===== src/pdc_pkg.sv =====
// Constants and types for the diagnostic control register bank of a single-pair Ethernet PHY.
// Assumes an APB master on the core clock; byte address is four times the register index.
package pdc_pkg;

   // ***************************************************************
   // Register map
   // ***************************************************************
   localparam int PDC_ADDR_W = 10;
   localparam logic [7:0] PDC_IDX_EVT = 8'h18;
   localparam logic [7:0] PDC_IDX_BIST1 = 8'h1b;
   localparam logic [7:0] PDC_IDX_BIST2 = 8'h1c;
   localparam logic [7:0] PDC_IDX_CABLE = 8'h1e;
   localparam logic [7:0] PDC_IDX_RCR = 8'h1f;
   localparam logic [9:0] PDC_ADDR_EVT = {PDC_IDX_EVT, 2'b00};
   localparam logic [9:0] PDC_ADDR_BIST1 = {PDC_IDX_BIST1, 2'b00};
   localparam logic [9:0] PDC_ADDR_BIST2 = {PDC_IDX_BIST2, 2'b00};
   localparam logic [9:0] PDC_ADDR_CABLE = {PDC_IDX_CABLE, 2'b00};
   localparam logic [9:0] PDC_ADDR_RCR = {PDC_IDX_RCR, 2'b00};

   // ***************************************************************
   // Field positions
   // ***************************************************************
   localparam int PDC_STS_POR = 12;
   localparam int PDC_STS_NOFRAME = 11;
   localparam int PDC_STS_SLEEP = 8;
   localparam int PDC_ENA_POR = 4;
   localparam int PDC_ENA_NOFRAME = 3;
   localparam int PDC_ENA_SLEEP = 0;
   localparam int PDC_ENA_RSVD_LO = 1;
   localparam int PDC_ERR_LSB = 8;
   localparam int PDC_LOCK_BIT = 15;
   localparam int PDC_CABLE_START = 15;
   localparam int PDC_CABLE_DONE = 1;
   localparam int PDC_CABLE_FAIL = 0;
   localparam int PDC_RCR_HARD = 15;
   localparam int PDC_RCR_RESTART = 14;
   localparam int PDC_RCR_STANDBY = 7;
   localparam int PDC_RCR_HI_LSB = 8;

   // ***************************************************************
   // Reset values
   // ***************************************************************
   localparam logic [2:0] PDC_ENA_RST = 3'h4;
   localparam logic [7:0] PDC_IPG_RST = 8'h7d;
   localparam logic [10:0] PDC_PKT_LEN_RST = 11'h5ee;
   localparam logic [7:0] PDC_ERR_MAX = 8'hff;

   // ***************************************************************
   // Types
   // ***************************************************************
   typedef enum logic [1:0] {
      PDC_CABLE_IDLE = 2'h0,
      PDC_CABLE_RUN = 2'h1
   } pdc_cable_st_t;

   typedef struct packed {
      logic [7:0] running;
      logic [7:0] locked;
   } pdc_cnt_state_t;

   typedef struct packed {
      logic [2:0] sts;          // {por, noframe, sleep}
      logic [2:0] ena;          // {por, noframe, sleep}
      logic [1:0] ena_rsvd;
      logic [7:0] ipg;
      logic [10:0] pkt_len;
      pdc_cable_st_t cable;
      logic cable_done;
      logic cable_fail;
      logic cable_start;
      logic [5:0] rcr_hi;
      logic standby;
      logic [6:0] rcr_lo;
      logic hard_reset;
      logic restart;
      logic [31:0] rdata;
      logic slverr;
      logic [2:0] rd_sts;       // Status bits handed out in the pending read
   } pdc_state_t;

endpackage


===== src/pdc_err_counter.sv =====
// Self-test errored-byte counter with lock-and-clear capture.
// Assumes error strobes and lock requests come from logic on core_clk.
`timescale 1ns/1ps
module pdc_err_counter
   import pdc_pkg::*;
(
   // Clock and reset
   input wire logic core_clk,
   input wire logic nrst,
   // Control
   input wire logic clear,
   input wire logic wrap_mode,
   input wire logic byte_err,
   input wire logic lock,
   // Result
   output logic [7:0] locked_count
);

   pdc_cnt_state_t s;
   pdc_cnt_state_t next_s;

   // Saturate at full scale unless wrapping is selected
   function automatic logic [7:0] bump(input logic [7:0] v, input logic wrap);
      logic [7:0] r;
      r = v;
      if (wrap || v != PDC_ERR_MAX) begin
         r = 8'(v + 8'h01);
      end
      return r;
   endfunction

   // ***************************************************************
   // Next state
   // ***************************************************************
   always_comb begin
      next_s = s;
      if (clear) begin
         next_s = '0;
      end else if (lock) begin
         // An error in the lock cycle goes to the snapshot, so none is lost
         next_s.locked = byte_err ? bump(s.running, wrap_mode) : s.running;
         next_s.running = 8'h00;
      end else if (byte_err) begin
         next_s.running = bump(s.running, wrap_mode);
      end
   end

   // State register
   always_ff @(posedge core_clk) begin
      if (!nrst) begin
         s <= '0;
      end else begin
         s <= next_s;
      end
   end

   assign locked_count = s.locked;

endmodule


===== src/pdc_regs.sv =====
// Diagnostic control register bank: event status, self-test, cable reflectometry, reset control.
// Assumes an APB master and event sources on core_clk; nrst is synchronous, active low.
//
// Our own choice: the APB register port.
`timescale 1ns/1ps
module pdc_regs
   import pdc_pkg::*;
(
   // Clock and reset
   input wire logic core_clk,
   input wire logic nrst,
   // APB slave
   input wire logic psel,
   input wire logic penable,
   input wire logic pwrite,
   input wire logic [PDC_ADDR_W-1:0] paddr,
   input wire logic [31:0] pwdata,
   input wire logic [3:0] pstrb,
   output logic pready,
   output logic [31:0] prdata,
   output logic pslverr,
   // Event sources, one-cycle or level
   input wire logic por_done_evt,
   input wire logic no_frame_evt,
   input wire logic low_power_sleep_evt,
   // Self-test checker
   input wire logic prbs_byte_err,
   input wire logic err_cnt_wrap_mode,
   output logic [7:0] ipg_len,
   output logic [10:0] packet_len,
   // Cable reflectometry engine
   output logic cable_start_pulse,
   input wire logic cable_done_evt,
   input wire logic cable_fail_evt,
   // Transceiver control
   output logic phy_hard_reset,
   output logic phy_restart,
   output logic standby_mode,
   // Interrupt
   output logic event_irq
);

   pdc_state_t s;
   pdc_state_t next_s;
   pdc_state_t rst_s;

   logic [4:0] sel;
   logic [4:0] wr_sel;
   logic setup;
   logic wr_done;
   logic rd_done;
   logic [2:0] evt;
   logic [7:0] err_locked;
   logic err_lock;
   logic [15:0] wval_bist1;

   // ***************************************************************
   // Helpers
   // ***************************************************************

   // One-hot register select: evt, bist1, bist2, cable, rcr
   function automatic logic [4:0] reg_sel(input logic [PDC_ADDR_W-1:0] a);
      logic [4:0] r;
      r = 5'h00;
      case (a)
         PDC_ADDR_EVT: r = 5'h01;
         PDC_ADDR_BIST1: r = 5'h02;
         PDC_ADDR_BIST2: r = 5'h04;
         PDC_ADDR_CABLE: r = 5'h08;
         PDC_ADDR_RCR: r = 5'h10;
         default: r = 5'h00;
      endcase
      return r;
   endfunction

   // Merge write data into the old value under the two low byte strobes
   function automatic logic [15:0] merge(input logic [15:0] old, input logic [31:0] wd,
                                         input logic [3:0] strb);
      logic [15:0] r;
      r = old;
      if (strb[0]) begin
         r[7:0] = wd[7:0];
      end
      if (strb[1]) begin
         r[15:8] = wd[15:8];
      end
      return r;
   endfunction

   // ***************************************************************
   // Bus phases
   // ***************************************************************

   // Zero wait states: every access completes in its first access cycle
   assign sel = reg_sel(paddr);
   assign setup = psel && !penable;
   assign wr_done = psel && penable && pwrite && !s.slverr;
   assign rd_done = psel && penable && !pwrite;
   assign wr_sel = wr_done ? sel : 5'h00;
   assign pready = psel && penable;
   assign prdata = s.rdata;
   assign pslverr = psel && penable && s.slverr;

   // Events in status-bit order {por, noframe, sleep}
   assign evt = {por_done_evt, no_frame_evt, low_power_sleep_evt};

   // ***************************************************************
   // Self-test error counter
   // ***************************************************************

   // Lock only when the high byte lane is written with bit 15 set
   assign wval_bist1 = merge(16'h0000, pwdata, pstrb);
   assign err_lock = wr_sel[1] && pstrb[1] && wval_bist1[PDC_LOCK_BIT];

   pdc_err_counter u_err_counter (
      .core_clk(core_clk),
      .nrst(nrst),
      .clear(s.hard_reset),
      .wrap_mode(err_cnt_wrap_mode),
      .byte_err(prbs_byte_err),
      .lock(err_lock),
      .locked_count(err_locked)
   );

   // ***************************************************************
   // Reset image
   // ***************************************************************

   // The hard-reset bit loads this image; register reset sets the same values directly
   always_comb begin
      rst_s = '0;
      rst_s.ena = PDC_ENA_RST;
      rst_s.ipg = PDC_IPG_RST;
      rst_s.pkt_len = PDC_PKT_LEN_RST;
      rst_s.cable = PDC_CABLE_IDLE;
   end

   // ***************************************************************
   // Next state
   // ***************************************************************
   always_comb begin
      logic [15:0] v;
      logic [2:0] clr;
      v = 16'h0000;
      clr = 3'h0;
      next_s = s;

      // Pulses last one cycle
      next_s.cable_start = 1'b0;
      next_s.hard_reset = 1'b0;
      next_s.restart = 1'b0;

      // Read clear takes only bits handed out; a fresh event still sets
      if (rd_done && sel[0]) begin
         clr = s.rd_sts;
      end
      next_s.sts = (s.sts & ~clr) | evt;

      // Event enables and reserved read-write bits
      if (wr_sel[0]) begin
         v = merge({11'h000, s.ena[2:1], s.ena_rsvd, s.ena[0]}, pwdata, pstrb);
         next_s.ena = {v[PDC_ENA_POR], v[PDC_ENA_NOFRAME], v[PDC_ENA_SLEEP]};
         next_s.ena_rsvd = v[PDC_ENA_RSVD_LO +: 2];
      end

      // Gap length; the error byte itself is read-only
      if (wr_sel[1]) begin
         v = merge({8'h00, s.ipg}, pwdata, pstrb);
         next_s.ipg = v[7:0];
      end

      // Packet length; bits above 10 are dropped
      if (wr_sel[2]) begin
         v = merge({5'h00, s.pkt_len}, pwdata, pstrb);
         next_s.pkt_len = v[10:0];
      end

      // Cable measurement sequence
      case (s.cable)
         PDC_CABLE_IDLE: begin
            if (wr_sel[3]) begin
               v = merge(16'h0000, pwdata, pstrb);
               if (v[PDC_CABLE_START]) begin
                  next_s.cable = PDC_CABLE_RUN;
                  next_s.cable_start = 1'b1;
                  next_s.cable_done = 1'b0;
                  next_s.cable_fail = 1'b0;
               end
            end
         end
         PDC_CABLE_RUN: begin
            // Start bit reads one until the engine reports, then clears itself
            if (cable_done_evt || cable_fail_evt) begin
               next_s.cable = PDC_CABLE_IDLE;
               next_s.cable_done = 1'b1;
               next_s.cable_fail = cable_fail_evt;
            end
         end
         default: begin
            next_s.cable = PDC_CABLE_IDLE;
         end
      endcase

      // Reset and standby control
      if (wr_sel[4]) begin
         v = merge({2'b00, s.rcr_hi, s.standby, s.rcr_lo}, pwdata, pstrb);
         next_s.hard_reset = v[PDC_RCR_HARD];
         next_s.restart = v[PDC_RCR_RESTART];
         next_s.rcr_hi = v[PDC_RCR_HI_LSB +: 6];
         next_s.standby = v[PDC_RCR_STANDBY];
         next_s.rcr_lo = v[6:0];
      end

      // Read data and error are captured in the setup cycle
      if (setup) begin
         next_s.slverr = (sel == 5'h00);
         next_s.rd_sts = 3'h0;
         next_s.rdata = 32'h0000_0000;
         case (sel)
            5'h01: begin
               next_s.rd_sts = s.sts;
               next_s.rdata[PDC_STS_POR] = s.sts[2];
               next_s.rdata[PDC_STS_NOFRAME] = s.sts[1];
               next_s.rdata[PDC_STS_SLEEP] = s.sts[0];
               next_s.rdata[PDC_ENA_POR] = s.ena[2];
               next_s.rdata[PDC_ENA_NOFRAME] = s.ena[1];
               next_s.rdata[PDC_ENA_RSVD_LO +: 2] = s.ena_rsvd;
               next_s.rdata[PDC_ENA_SLEEP] = s.ena[0];
            end
            5'h02: begin
               next_s.rdata[15:0] = {err_locked, s.ipg};
            end
            5'h04: begin
               next_s.rdata[10:0] = s.pkt_len;
            end
            5'h08: begin
               // Bits 14:2 stay zero
               next_s.rdata[PDC_CABLE_START] = (s.cable == PDC_CABLE_RUN);
               next_s.rdata[PDC_CABLE_DONE] = s.cable_done;
               next_s.rdata[PDC_CABLE_FAIL] = s.cable_fail;
            end
            5'h10: begin
               // Self-clearing bits always read zero
               next_s.rdata[15:0] = {2'b00, s.rcr_hi, s.standby, s.rcr_lo};
            end
            default: begin
               next_s.rdata = 32'h0000_0000;
            end
         endcase
      end

      // Hard reset returns every register to its reset value, as the pin does
      if (s.hard_reset) begin
         next_s = rst_s;
      end
   end

   // ***************************************************************
   // State register
   // ***************************************************************
   always_ff @(posedge core_clk) begin
      if (!nrst) begin
         s <= '0;
         s.ena <= PDC_ENA_RST;
         s.ipg <= PDC_IPG_RST;
         s.pkt_len <= PDC_PKT_LEN_RST;
         s.cable <= PDC_CABLE_IDLE;
      end else begin
         s <= next_s;
      end
   end

   // ***************************************************************
   // Outputs
   // ***************************************************************
   assign ipg_len = s.ipg;
   assign packet_len = s.pkt_len;
   assign cable_start_pulse = s.cable_start;
   assign phy_hard_reset = s.hard_reset;
   assign phy_restart = s.restart;
   assign standby_mode = s.standby;
   assign event_irq = |(s.sts & s.ena);

endmodule

===== config.mk =====
export PLATFORM = sky130hd
export DESIGN_NAME = pdc_regs
export DESIGN_NICKNAME = d
export VERILOG_FILES = /design/src/pdc_pkg.sv /design/src/pdc_err_counter.sv /design/src/pdc_regs.sv
export SDC_FILE = /design/constraint.sdc
export NUM_CORES = 1
export LEC_CHECK = 0
export BUFFER_PORTS_ARGS = -buffer_cell sky130_fd_sc_hd__buf_4
export CAP_MARGIN = 20
export CORE_MARGIN = 2
export CORE_UTILIZATION = 55
export CTS_BUF_LIST = sky130_fd_sc_hd__clkbuf_16
export DETAILED_ROUTE_END_ITERATION = 6
export HOLD_SLACK_MARGIN = 0.12
export PLACE_DENSITY = 0.86
export SYNTH_ARGS = -nofsm -noshare
export SYNTH_HDL_FRONTEND = slang
export SYNTH_HIERARCHICAL = 1
export SYNTH_SLANG_ARGS = --single-unit

===== constraint.sdc =====
create_clock -name core_clk -period 2.8 [get_ports core_clk]
set_input_delay 0.28 -clock core_clk [delete_from_list [all_inputs] [get_ports core_clk]]
set_output_delay 0.28 -clock core_clk [all_outputs]
set_load 0.01 [all_outputs]

# Word-level counts from Yosys, hierarchy flattened
# Index checks and enable logic that the tools add are counted.
word_totals:
  out_inout_bits: 58
  register_bits: 84
classes:
  n_addsub: 1
  reduce_logical: 30
  bitwise: 9
  n_eq_ne: 15
  muxes: 22
ops:
  columns: ["op", "count"]
  rows:
  - ["== test 10 x 7 -> 1 bit (second input constant)", 5]
  - ["two-way mux 8 bit", 5]
  - ["one-hot mux 5 bit (5 select lines)", 1]
  - ["two-way mux 5 bit", 3]
  - ["one-hot mux 2 bit (2 select lines)", 3]
  - ["one-hot mux 2 bit (3 select lines)", 2]
  - ["one-hot mux 3 bit (4 select lines)", 1]
  - ["AND reduction 2 bit", 6]
  - ["one-hot mux 2 bit (5 select lines)", 1]
  - ["logical AND 1 bit", 9]
  - ["one-hot mux 3 bit (3 select lines)", 1]
  - ["adder 8 x 1 -> 8 bit (second input constant)", 1]
  - ["!= test 8 bit (second input constant)", 1]
  - ["OR reduction 4 bit", 2]
  - ["AND 3 bit", 2]
  - ["two-way mux 3 bit", 2]
  - ["!= test 2 bit (second input constant)", 3]
  - ["OR reduction 3 bit", 2]
  - ["== test 5 x 1 -> 1 bit (second input constant)", 1]
  - ["== test 5 x 2 -> 1 bit (second input constant)", 1]
  - ["== test 5 x 3 -> 1 bit (second input constant)", 1]
  - ["== test 5 x 4 -> 1 bit (second input constant)", 1]
  - ["== test 5 bit (second input constant)", 1]
  - ["logical NOT 5 bit", 1]
  - ["other kinds (14)", 21]

# Longest topological paths before layout
logic_depth:
  ltp_word: 9
  ltp_mapped: 8

# Hierarchy
# Netlist, hierarchy kept.
by_module_without_submodules:
  columns: ["mod", "instances", "seq_area_each_um2", "cells_per_inst", "area_per_inst_um2"]
  rows:
  - ["pdc_regs", 1, 1341.3, 403, 3408.3]
  - ["pdc_err_counter", 1, 320.3, 86, 753.2]

# Worst setup path after synthesis
# Ideal clock, no wire load.
synth_timing:
  path_kind: "input to register"
  from: "in paddr[7]"
  to: "reg u_err_counter.s, in the netlist u_err_counter/locked_count[5]"
  t_required_ns: 2.737
  setup_slack_ns: 1.104
  arrival_ns: 1.633
  setup_time_ns: 0.063
  stages: 7
  path_cell_list: "and3b_1 -> clkbuf_1 -> nand4_1 -> nor2_1 -> nand3b_2 -> or4_1 -> nand3_1"
synth_via:
  elab_chain_cells: 5
synth_rtl:
  columns: ["item", "line_no", "source"]
  rows:
  - ["from (decl)", "pdc_regs.sv:16", "input wire logic [PDC_ADDR_W-1:0] paddr,"]
  - ["== test 10 x 7 -> 1 bit", "pdc_regs.sv:65", "case (a)"]
  - ["one-hot mux 5 bit (5 select lines) (*)", "pdc_regs.sv:65", null]
  - ["two-way mux 5 bit (*)", "pdc_regs.sv:99", "assign wr_sel = wr_done ? sel : 5'h00;"]
  - ["logical AND 1 bit (*) (2 in series)", "pdc_regs.sv:113", "assign err_lock = wr_sel[1] && pstrb[1] && wval_bist1[PDC_LOCK_BIT];"]
  - ["via err_lock", "pdc_regs.sv:54", "logic err_lock;"]
  - ["to (signal assigned)", "pdc_err_counter.sv:53", "s <= next_s;"]
  - ["to (decl)", "pdc_err_counter.sv:19", "pdc_cnt_state_t s;"]
# Mark *: on every way through the listed nets, which the timed path passes. The rest lies on a longest branch.
# A chain may end at the register's enable or synchronous reset.

# Worst setup path in the final report
layout_timing:
  from: "reg s[3] (netlist bit)"
  to: "reg s, in the netlist packet_len[4]"
layout_via:
  elab_chain_cells: 4
layout_rtl:
  columns: ["item", "line_no", "source"]
  rows:
  - ["from (decl)", "pdc_regs.sv:43", "pdc_state_t s;"]
  - ["from (signal assigned)", "pdc_regs.sv:269", "s <= next_s;"]
  - ["logical NOT 1 bit", "pdc_regs.sv:97", "assign wr_done = psel && penable && pwrite && !s.slverr;"]
  - ["logical AND 1 bit", "pdc_regs.sv:97", null]
  - ["two-way mux 5 bit", "pdc_regs.sv:99", null]
  - ["AND reduction 2 bit (no line)", null, null]
# Every way passes these cells.

==> results.cfg <==
[layout]
diodes = 0
num-nets-final = 582
area_delta_synth_final_pct = 14.9
drive_above_1_share = 0.227
finish.utilization = 0.656
seqCellArea_um2 = 1660
multi_input_area_um2 = 1990
fill_cells = 621

[synthesis]
synthCells = 489
yosysTopAreaCellShare = 0.399
syn_avg_cell_area_um2 = 8.51
yosys_warnings = 6
ys.flop_type = dfxtp_1
synth_most_common_cell = dfxtp_1
synth_edf_count = 0
ys_seq_area_frac = 0.399
synth_seq_cells = 83
synth_commonest_cells = 83 x dfxtp_1, 59 x buf_4, 41 x nand2_1, 40 x o21ai_0, 37 x nor2_1
synth_top_area_cell = dfxtp_1
synthDistinctLibCells = 57
netlist_area_um2 = 4160
async_reset_ff_frac = 0
synth_area_leaders = dfxtp_1 40%, buf_4 11%, mux2i_1 5.1%

[pwr]
irDropWorstVdd_uv = 320
p_leak_nw = 1.90
p_total_w = 0.00257
power_density_nw_per_um2 = 537

[drt]
avgRoutedWirePerCell_um = 18.4
vias = 3889
antenna_left = 0
drc = 0
drt_iter0_markers = 593
first_pass_iters = 5
wirelength_mm = 11.6
viasPerCell = 6.20

[clocking]
cts-root-buf = clkbuf_16
cts_tree = yes
clock_path_buffers = 2
cts_sinks = 83
path_clk_slew_ns = 0.06
clk_latency_ns = 0.34
htreeDepth = 3
post_cts_resized = 0
cts_buffers = 9
postCtsHoldBufs = 0
cts_setup_buffers = 0

[sta]
worst_slew_pin_slew_ns = 1.01
clock_skew_ns = 0.00530
period_minus_slack_ns = 2.07
layout_worst_path_cycle_share = 0.739
final.setup.tns_ns = 0
max_freq_ghz = 0.483
finalSetupViolCount = 0
report.final.slew_viol_count = 0
timing.hold.ws_ns = 0.166
hold_viol = 0
slew_headroom = 0.323
rsz0062_at_grt = false

[worst_setup_path]
path_class = reg -> reg
cp-end-kind = flip-flop
critPathRequiredTime_ns = 3.01
cp_max_fo = 15
start_kind = flip-flop
crit_arrival_ns = 2.28

[global_routing]
grt_max_degree = 38
grt_first_pass_wirelength_mm = 18.0
grt_use_met2 = 0.446
antenna_found_initial = 0
grt.overflow.total = 0
gr-usage-met3 = 0.0498
top_usage_layer = met2
use_met1 = 0.349
first_global_vias = 3606
track_usage = 0.274

[die]
start_util = 0.571
fp.dieW_um = 91.0
die_h_um = 91.0
die-area_um2 = 8280
core_area_um2 = 7290
pin_count = 116
row_count = 31

[run_status]
status = completed

[hold_path]
min_path_type = in -> reg

[run]
cap_violations = 0

[placement]
gp_congestion = 0.935
port_buffers = 81
dp_hpwl_mm = 8.17
==> cell families (layout without fill, tap and decap cells) <==
kind of cell | Yosys count | after routing | share of synthesized area
AOI/OAI and AO/OA | 116 | 116 | 0.177
xor gates and xnor gates | 2 | 2 | 0.00421
adders and majority gates | 1 | 1 | 0.00301
buffers and inverters | 91 | 115 | 0.138
DFF | 83 | 83 | 0.399
muxes | 22 | 22 | 0.0532
other | 1 | 16 | 0.000901
and+or+nand+nor | 173 | 173 | 0.224
==> critical path: stages (launching register included) <==
cell and delay [ns]:
dfxtp_1 0.34, and4b_1 0.40, nand2_1 0.33, or3_1 0.67, mux2i_1 0.19
==> layer usage <==
| layer | up-vias | wire [µm] |
|---|---|---|
| met4 | 0 | 467 |
| met1 | 1807 | 4310 |
| met5 | - | 0 |
| met2 | 270 | 5490 |
| li1 | 1758 | - |
| met3 | 54 | 1290 |
==> cell usage in the layout (no fill, tap or decap), types with 12 or more instances in the layout <==
cell type  instances
a21oi_1           24
conb_1            16
nand2_1           41
nand3_1           32
buf_4             91
a22oi_1           12
mux2i_1           21
dfxtp_1           83
nor2_1            37
o21ai_0           40
==> layout make-up <==
class                      count  area share
timing repair buffer          91       0.143
clock buffer                   9      0.0471
sequential                    83       0.347
clock inverter                 7      0.0141
tap                           99      0.0259
multi-input combinational    330       0.416
inverter                       8     0.00628
==> final timing paths <==
kind,to,slack [ns],from,cells past startpoint
worst max-delay path,packet_len[4],0.73,s[3],4
worst min-delay path,phy_restart,0.17,pwdata[14],2
worst max register to register,packet_len[4],0.73,s[3],4
worst min register to register,s[39],0.46,s[39],2
==> where the power goes <==
part,switching [W],internal (W)
registers,0.00000896,0.00119
logic,0.000120,0.0000752
clock network,0.000485,0.000687
==> metrics by stage <==
stage          cell area (µm²)  worst slack [ns]  std cells
2_1_floorplan             4220              1.10        504
3_3_place_gp              4490             0.579        611
3_5_place_dp              4490             0.550        611
4_1_cts                   4780             0.760        627
5_1_grt                   4780             0.655        627
6_report                  4780             0.730        627
==> state kept, by name (all words and copies together) (netlist names) <==
register                    flops
phy_hard_reset                  1
phy_restart                     1
s                              28
packet_len                     11
cable_start_pulse               1
u_err_counter/s                 8
u_err_counter/locked_count      8
prdata                         16
standby_mode                    1
ipg_len                         8
(Power assumes the default switching activity.)
